===== config.mk =====
export PLATFORM = sky130hd
export DESIGN_NAME = mcbw_writer
export DESIGN_NICKNAME = d
export VERILOG_FILES = /design/src/common/mcbw_pkg.sv /design/src/mcbw_writer.sv
export VERILOG_INCLUDE_DIRS = /design/src /design/src/common
export SDC_FILE = /design/constraint.sdc
export NUM_CORES = 1
export LEC_CHECK = 0
export ABC_CLOCK_PERIOD_IN_PS = 2900
export BUFFER_PORTS_ARGS = -buffer_cell sky130_fd_sc_hd__buf_2
export CORE_ASPECT_RATIO = 1.4
export CORE_MARGIN = 2
export CORE_UTILIZATION = 35
export CTS_BUF_LIST = sky130_fd_sc_hd__clkbuf_4 sky130_fd_sc_hd__clkbuf_8 sky130_fd_sc_hd__clkbuf_16
export CTS_CLUSTER_SIZE = 30
export DETAILED_ROUTE_END_ITERATION = 10
export GPL_ROUTABILITY_DRIVEN = 1
export SYNTH_ARGS = -nofsm -noshare
export SYNTH_HDL_FRONTEND = slang
export SYNTH_HIERARCHICAL = 1
export SYNTH_SLANG_ARGS = --single-unit

===== constraint.sdc =====
create_clock -name core_clk -period 2.9 [get_ports core_clk]
set_input_delay 0.58 -clock core_clk [delete_from_list [all_inputs] [get_ports core_clk]]
set_output_delay 0.58 -clock core_clk [all_outputs]
set_load 0.02 [all_outputs]

===== src/common/mcbw_params.svh =====
// Constants for the monitor circular buffer writer
`ifndef MCBW_PARAMS_SVH
`define MCBW_PARAMS_SVH
`define MCBW_CFG_OFS 8'h29
`define MCBW_BASE_OFS 8'h2f
`define MCBW_CFG_RST 16'h0000
`define MCBW_BASE_RST 16'h0000
`define MCBW_MODE_16 2'b01
`define MCBW_MODE_48 2'b11
`define MCBW_AL_CSTART 3'h0
`define MCBW_AL_CNEXT 3'h1
`define MCBW_AL_CEND 3'h2
`define MCBW_AL_CMATCH 3'h3
`define MCBW_AL_DSTART 3'h4
`define MCBW_AL_DNEXT 3'h5
`define MCBW_AL_DEND 3'h6
`define MCBW_AL_DMATCH 3'h7
`define MCBW_LEN16 4'h4
`define MCBW_LEN48 4'h8
`define MCBW_MAX_DATA 6'h23
`endif


===== src/common/mcbw_pkg.sv =====
// Types for the monitor circular buffer writer
package mcbw_pkg;
   typedef struct packed {
      logic [47:0] ttag;
      logic [15:0] bsw;
      logic [15:0] resp;
      logic [15:0] len_bytes;
      logic [15:0] cmd;
      logic [5:0] data_cnt;
   } mcbw_msg_t;
   typedef struct packed {
      logic req;
      logic we;
      logic [15:0] addr;
      logic [15:0] wdata;
   } mcbw_ram_t;
   typedef enum logic [2:0] {ST_IDLE, ST_LIST, ST_DATA, ST_CMD, ST_WB} mcbw_state_t;
endpackage : mcbw_pkg


===== src/mcbw_writer.sv =====
// Data FIFO and circular buffer writer for the bus monitor
`timescale 1ns/1ps
`include "mcbw_params.svh"

// ====================================================
// Data word FIFO (depth must be a power of two)
module mcbw_fifo #(
   parameter int WIDTH = 16,
   parameter int DEPTH = 16
) (
   // Clock and reset
   input wire logic core_clk,
   input wire logic nrst,
   // Fill side
   input wire logic in_valid,
   output logic in_ready,
   input wire logic [WIDTH-1:0] in_data,
   // Drain side
   output logic out_valid,
   input wire logic out_ready,
   output logic [WIDTH-1:0] out_data
);
   localparam int AW = $clog2(DEPTH);
   logic [WIDTH-1:0] mem [DEPTH];
   logic [AW:0] wp_r;
   logic [AW:0] rp_r;

   assign in_ready = !((wp_r[AW] != rp_r[AW]) && (wp_r[AW-1:0] == rp_r[AW-1:0]));
   assign out_valid = (wp_r != rp_r);
   assign out_data = mem[rp_r[AW-1:0]];

   always_ff @(posedge core_clk) begin
      if (in_valid && in_ready) begin
         mem[wp_r[AW-1:0]] <= in_data;
      end
   end

   always_ff @(posedge core_clk or negedge nrst) begin
      if (!nrst) begin
         wp_r <= '0;
         rp_r <= '0;
      end else begin
         if (in_valid && in_ready) begin
            wp_r <= wp_r + 1'b1;
         end
         if (out_valid && out_ready) begin
            rp_r <= rp_r + 1'b1;
         end
      end
   end
endmodule : mcbw_fifo

// ====================================================
// Writer top
module mcbw_writer #(
   parameter int FIFO_DEPTH = 16
) (
   // Clock and reset
   input wire logic core_clk,
   input wire logic nrst,
   // Register port
   input wire logic reg_wr,
   input wire logic [7:0] reg_addr,
   input wire logic [15:0] reg_wdata,
   output logic [15:0] reg_rdata,
   // Interrupt enables
   input wire logic cmd_irq_en,
   input wire logic data_irq_en,
   // Message descriptor
   input wire logic msg_valid,
   output logic msg_ready,
   input wire mcbw_pkg::mcbw_msg_t msg,
   // Data words
   input wire logic dat_valid,
   output logic dat_ready,
   input wire logic [15:0] dat_word,
   // Shared RAM
   output mcbw_pkg::mcbw_ram_t ram,
   input wire logic ram_gnt,
   input wire logic [15:0] ram_rdata,
   // Events
   output logic cmd_addr_irq,
   output logic data_addr_irq,
   output logic busy
);
   import mcbw_pkg::*;

   // ====================================================
   // Registers and state
   logic [15:0] cfg_r;
   logic [15:0] base_r;
   logic [15:0] al_r [8];
   mcbw_state_t state_r;
   mcbw_ram_t ram_r;
   logic rd_pend_r;
   logic [3:0] idx_r;
   logic [3:0] ent_r;
   logic [5:0] cnt_r;
   logic [15:0] caddr_r;
   logic [15:0] daddr_r;
   logic [15:0] dptr_r;
   logic mode48_r;
   logic f_valid;
   logic f_ready;
   logic [15:0] f_data;
   logic mode_ok;
   logic wr_done;

   assign mode_ok = (cfg_r[1:0] == `MCBW_MODE_16) || (cfg_r[1:0] == `MCBW_MODE_48);
   assign wr_done = ram_r.req && ram_r.we && ram_gnt;
   assign ram = ram_r;
   assign busy = (state_r != ST_IDLE);

   function automatic logic [15:0] wrap_adv(input logic [15:0] a, s, e);
      wrap_adv = (a == e) ? s : a + 16'h0001;
   endfunction : wrap_adv

   function automatic logic [15:0] clamp(input logic [15:0] a, s, e);
      clamp = (a >= s && a <= e) ? a : s;
   endfunction : clamp

   function automatic logic [15:0] ent_word(input logic [3:0] i, input logic m48,
                                            input mcbw_msg_t m, input logic [15:0] p);
      ent_word = m.cmd;
      if (m48) begin
         unique case (i)
            4'h0: ent_word = m.ttag[15:0];
            4'h1: ent_word = m.ttag[31:16];
            4'h2: ent_word = m.ttag[47:32];
            4'h3: ent_word = m.bsw;
            4'h4: ent_word = m.resp;
            4'h5: ent_word = m.len_bytes;
            4'h6: ent_word = p;
            default: ent_word = m.cmd;
         endcase
      end else begin
         unique case (i)
            4'h0: ent_word = m.bsw;
            4'h1: ent_word = m.ttag[15:0];
            4'h2: ent_word = p;
            default: ent_word = m.cmd;
         endcase
      end
   endfunction : ent_word

   // ====================================================
   // Data FIFO: the monitor can run ahead of RAM access by up to its depth
   mcbw_fifo #(.WIDTH(16), .DEPTH(FIFO_DEPTH)) u_fifo (
      .core_clk(core_clk),
      .nrst(nrst),
      .in_valid(dat_valid),
      .in_ready(dat_ready),
      .in_data(dat_word),
      .out_valid(f_valid),
      .out_ready(f_ready),
      .out_data(f_data)
   );
   assign f_ready = wr_done && (state_r == ST_DATA);

   // ====================================================
   // Register port
   always_ff @(posedge core_clk or negedge nrst) begin
      if (!nrst) begin
         cfg_r <= `MCBW_CFG_RST;
         base_r <= `MCBW_BASE_RST;
      end else if (reg_wr) begin
         if (reg_addr == `MCBW_CFG_OFS) begin
            cfg_r <= reg_wdata;
         end
         if (reg_addr == `MCBW_BASE_OFS) begin
            base_r <= reg_wdata;
         end
      end
   end

   always_ff @(posedge core_clk or negedge nrst) begin
      if (!nrst) begin
         reg_rdata <= 16'h0000;
      end else begin
         unique case (reg_addr)
            `MCBW_CFG_OFS: reg_rdata <= cfg_r;
            `MCBW_BASE_OFS: reg_rdata <= base_r;
            default: reg_rdata <= 16'h0000;
         endcase
      end
   end

   // ====================================================
   // Address list capture; host must have loaded words 0 to 7
   always_ff @(posedge core_clk) begin
      if (state_r == ST_LIST && rd_pend_r) begin
         al_r[idx_r[2:0]] <= ram_rdata;
      end
   end

   // ====================================================
   // Sequencer
   always_ff @(posedge core_clk or negedge nrst) begin
      if (!nrst) begin
         state_r <= ST_IDLE;
         ram_r <= '0;
         rd_pend_r <= 1'b0;
         idx_r <= 4'h0;
         ent_r <= 4'h0;
         cnt_r <= 6'h00;
         caddr_r <= 16'h0000;
         daddr_r <= 16'h0000;
         dptr_r <= 16'h0000;
         mode48_r <= 1'b0;
      end else begin
         unique case (state_r)
            ST_IDLE: begin
               if (msg_valid && mode_ok) begin
                  mode48_r <= (cfg_r[1:0] == `MCBW_MODE_48);
                  idx_r <= 4'h0;
                  ram_r <= '{req: 1'b1, we: 1'b0, addr: base_r, wdata: 16'h0000};
                  state_r <= ST_LIST;
               end
            end
            ST_LIST: begin
               if (ram_r.req && ram_gnt) begin
                  ram_r.req <= 1'b0;
                  rd_pend_r <= 1'b1;
               end else if (rd_pend_r) begin
                  rd_pend_r <= 1'b0;
                  if (idx_r == 4'h7) begin
                     daddr_r <= clamp(al_r[`MCBW_AL_DNEXT], al_r[`MCBW_AL_DSTART],
                                      al_r[`MCBW_AL_DEND]);
                     dptr_r <= clamp(al_r[`MCBW_AL_DNEXT], al_r[`MCBW_AL_DSTART],
                                     al_r[`MCBW_AL_DEND]);
                     cnt_r <= 6'h00;
                     state_r <= ST_DATA;
                  end else begin
                     idx_r <= idx_r + 4'h1;
                     ram_r.req <= 1'b1;
                     ram_r.addr <= base_r + {12'h000, idx_r + 4'h1};
                  end
               end
            end
            ST_DATA: begin
               if (ram_r.req) begin
                  if (ram_gnt) begin
                     ram_r.req <= 1'b0;
                     cnt_r <= cnt_r + 6'h01;
                     daddr_r <= wrap_adv(daddr_r, al_r[`MCBW_AL_DSTART],
                                         al_r[`MCBW_AL_DEND]);
                  end
               end else if (cnt_r == msg.data_cnt || cnt_r == `MCBW_MAX_DATA) begin
                  ent_r <= 4'h0;
                  caddr_r <= clamp(al_r[`MCBW_AL_CNEXT], al_r[`MCBW_AL_CSTART],
                                   al_r[`MCBW_AL_CEND]);
                  state_r <= ST_CMD;
               end else if (f_valid) begin
                  ram_r <= '{req: 1'b1, we: 1'b1, addr: daddr_r, wdata: f_data};
               end
            end
            ST_CMD: begin
               if (ram_r.req) begin
                  if (ram_gnt) begin
                     ram_r.req <= 1'b0;
                     ent_r <= ent_r + 4'h1;
                     caddr_r <= wrap_adv(caddr_r, al_r[`MCBW_AL_CSTART],
                                         al_r[`MCBW_AL_CEND]);
                  end
               end else if (ent_r == (mode48_r ? `MCBW_LEN48 : `MCBW_LEN16)) begin
                  idx_r <= 4'h0;
                  state_r <= ST_WB;
               end else begin
                  ram_r <= '{req: 1'b1, we: 1'b1, addr: caddr_r,
                             wdata: ent_word(ent_r, mode48_r, msg, dptr_r)};
               end
            end
            ST_WB: begin
               if (ram_r.req) begin
                  if (ram_gnt) begin
                     ram_r.req <= 1'b0;
                     idx_r <= idx_r + 4'h1;
                  end
               end else if (idx_r == 4'h2) begin
                  state_r <= ST_IDLE;
               end else begin
                  ram_r <= '{req: 1'b1, we: 1'b1,
                             addr: base_r + {13'h0000, idx_r[0] ? `MCBW_AL_DNEXT
                                                                : `MCBW_AL_CNEXT},
                             wdata: idx_r[0] ? daddr_r : caddr_r};
               end
            end
            default: state_r <= ST_IDLE;
         endcase
      end
   end

   assign msg_ready = (state_r == ST_WB) && !ram_r.req && (idx_r == 4'h2);

   // ====================================================
   // Buffer address match pulses
   always_ff @(posedge core_clk or negedge nrst) begin
      if (!nrst) begin
         cmd_addr_irq <= 1'b0;
         data_addr_irq <= 1'b0;
      end else begin
         cmd_addr_irq <= wr_done && cmd_irq_en && (state_r == ST_CMD) &&
                         (ram_r.addr == al_r[`MCBW_AL_CMATCH]);
         data_addr_irq <= wr_done && data_irq_en && (state_r == ST_DATA) &&
                          (ram_r.addr == al_r[`MCBW_AL_DMATCH]);
      end
   end
endmodule : mcbw_writer


==> results.txt <==
Status: finished with violations
Failing checks: hold timing
Residual DRC count: 0
Placed cell areas: 30100 sq um
Post-synth top area cell: edfxtp_1
Xor-xnor portion of the synthesized cell area: 3.64%
Reg clk slew, reported paths: 0.07 ns
Simple-gate share of the synthesized area: 9.77%
FP Rows: 120
Rel. slew slack: 31.4%
Compound-Gate Fraction of Synth Area: 13.5%
Vias in the first global route: 20300
Die ar.: 79800 sq um
Worst clock skew: 0.0260 ns
Core area: 76600 sq um
Num ports: 237
Initial drt markers: 1843
Register area share after synthesis: 57.4%
Crit. End Element: register
Leakage: 12.6 nW
Clock sinks: 545
Critical Path RT: 3.39 ns
Top cell type's share of synthesized area: 42.5%
Largest net degree at the start of global routing: 82
Syn nets: 2429
Chip height: 333 um
Initial Util: 35.4%
Slowest stage delay, CP: 0.44 ns
Net count, final: 2733
Worst skew pair latency: 0.62 ns
Drt pass-1 iters: 7
Fin crit period: 2.78 ns
Post-route core utilization: 42.2%
Cells after synthesis: 2161
Leading register cell type out of synthesis: edfxtp_1
CP arrival: 3.28 ns
H-tree levels: 2
Largest family of logic cells by synthesized area: compound AO/OA/AOI/OAI gates
Overall fraction of global-route tracks in use: 22.5%
Die X: 239 um
RSZ-0062 raised after global routing: yes
Crit Path Class: register to register
Post-Synth Adder-Cell Area: 4.00%
Remaining Overflow, GRT: 0
Synth top cells by count: edfxtp_1 (384), nand2_1 (190), dfrtp_1 (161), nor2_1 (116), o21ai_0 (103)
Dpl cells: 3380
CTS Buf Count: 56
Final GP Congestion: 0.957
Number of flops mapped to enable cells by yosys: 384
Post-route cell area: 32300 sq um
Initial antenna violation count: 7
Worst-path cell chain: inv_1 > ha_1 > and3b_2 > a22o_1 > a221oi_1 > nand4_1 > o221a_1 > a221oi_2 > o21ai_1
First-pass GRT wire length: 133000 um
Hold_ws: -0.0346 ns
Post-Syn Area: 27100 sq um
Final Hold Viols: 5
Via count: 19900
Clock Path Buffers: 3
Critical-path top delay cell: dfrtp_1
Via-to-Cell Ratio: 5.70
Peak VDD IR: 413 uV
Endpoints failing setup: 0
Fmax: 359 MHz
Async S/R FF share, synth: 29.5%
Root Driver: clkbuf_16
# hold bufs at CTS: 0
Routed WL per cell: 25.9 um
Pwr Total: 0.0209 W
Layout cell share with drive strength beyond 1: 26.6%
Yosys reg bits: 545
Mux cell area share after synthesis: 7.73%
HPWL after DPL: 66300 um
Mean post-synth cell area: 12.5 sq um
CTS tree: built
Critical Path Start Type: register
Dominant cells by area after synthesis: edfxtp_1 (43%), dfrtp_1 (15%), mux4_2 (5.3%)
Syn. warnings: 6
MaxCap Viol Count: 0
DRT antenna net count: 0
Unique masters post-synth: 95
Synth-to-layout area growth: 19.1%
Worst-Margin Slew: 1.03 ns
Port Buffers: 236
P per Cell Area: 649 nW/um^2
Period utilization: 96.0%
Fin cells: 3488
CP Max Fanout: 12
Total wire length: 90400 um
Worst hold path type: input port to async pin
Slew Viols, Final: 0
Most frequent cell after synthesis: edfxtp_1
through the flow:
step / setup slack, ns / TNS, ns
after global placement: 0.0388 / 0
final: 0.117 / 0
after CTS: 0.0230 / 0
after detailed placement: 0.0281 / 0
after floorplan: -0.000633 / -0.000633
after global routing: -0.0215 / -0.0392
layout by cell type (no fill, tap or decap), drive strengths merged, types with 9 or more instances in the layout:
master  count
inv       101
o21ai     125
ha         85
o211ai     53
a22oi      61
xor2       56
o22ai      34
nor4       17
mux2       51
nor3b      15
a211oi     13
xnor2      55
clkbuf     70
nor2b      16
dfrtp     161
buf       381
a31oi      12
and2        9
nand4      36
a22o       23
a21oi      72
a221oi     44
nand3      50
nor3       24
mux4       64
nand2     191
and3       13
a21o       13
clkinv     15
edfxtp    384
o31ai      16
nor2      120
bufinv     12
nand2b     15
or2         9
cell families (layout without fill, tap and decap cells):
family / count (synthesis) / count (layout)
other: 0 / 3
XOR/XNOR: 111 / 111
adder cells (fa/ha/maj): 86 / 86
AND/OR/NAND/NOR: 537 / 537
multiplexers: 123 / 123
flip-flops: 545 / 545
AO/OA/AOI/OAI: 526 / 526
buffers and inverters: 233 / 581
layout make-up:
cell class	count	area, sq um
clock inverter	32	479
inverter	98	368
timing repair buffer	381	2430
sequential	545	15600
multi-input combinational	1383	10600
tap	976	1220
clock buffer	70	1610
fill	7079	44300
antenna	3	7.51
flip-flops by register name (all words and copies together), names as in the netlist:
name / cells
ram: 34
daddr_r: 16
cfg_r: 16
idx_r: 4
dptr_r: 16
al_r: 128
cnt_r: 6
reg_rdata: 16
caddr_r: 16
base_r: 16
rd_pend_r: 1
mode48_r: 1
u_fifo/mem: 256
u_fifo/rp_r: 5
data_addr_irq: 1
cmd_addr_irq: 1
state_r: 3
u_fifo/wp_r: 5
ent_r: 4
power breakdown:
| part | switching (W) | internal (W) | leakage [nW] | total [W] |
|---|---|---|---|---|
| clock network | 0.00315 | 0.00501 | 1.03 | 0.00816 |
| registers | 0.000544 | 0.00899 | 5.65 | 0.00953 |
| logic | 0.00204 | 0.00122 | 5.89 | 0.00326 |
per-layer routing:
metal / routed length, um / GRT usage, % / vias up / share of wire (%)
li1: - / - / 8867 / -
met1: 33300 / 25.9 / 10000 / 37
met2: 46400 / 40.3 / 777 / 51
met3: 5490 / 3.86 / 215 / 6.1
met4: 5220 / 11.2 / 6 / 5.8
met5: 34 / 0 / - / 0.038
timing repair:
| item | CTS | global route |
|---|---|---|
| setup buffers | 2 | 1 |
| resized for setup | 6 | 20 |
| endpoints found under the setup margin | 2 | 44 |
| cloned | 0 | 0 |
| pin swaps | 1 | 2 |
critical path, delay by kind of cell, from the launching register on:
family                   cells  cell delay (ns)
AND/OR/NAND/NOR              2             0.58
flip-flops                   1             0.44
AO/OA/AOI/OAI                5             1.28
adder cells (fa/ha/maj)      1             0.26
buffers and inverters        1             0.10
final timing paths:
| path | from | depth (start not counted) | slack [ns] | to |
|---|---|---|---|---|
| max | ent_r[0] | 9 | 0.12 | ram[4] |
| min | nrst | 1 | -0.03 | daddr_r[13] |
| max reg2reg | ent_r[0] | 9 | 0.12 | ram[4] |
| min reg2reg | ram[1] | 2 | 0.48 | ram[1] |
| max in group asynchronous | nrst | 2 | 2.04 | state_r[0] |
| min in group core_clk | cmd_irq_en | 3 | 0.21 | cmd_addr_irq |
Note: power is estimated with default switching activity, not from simulation.
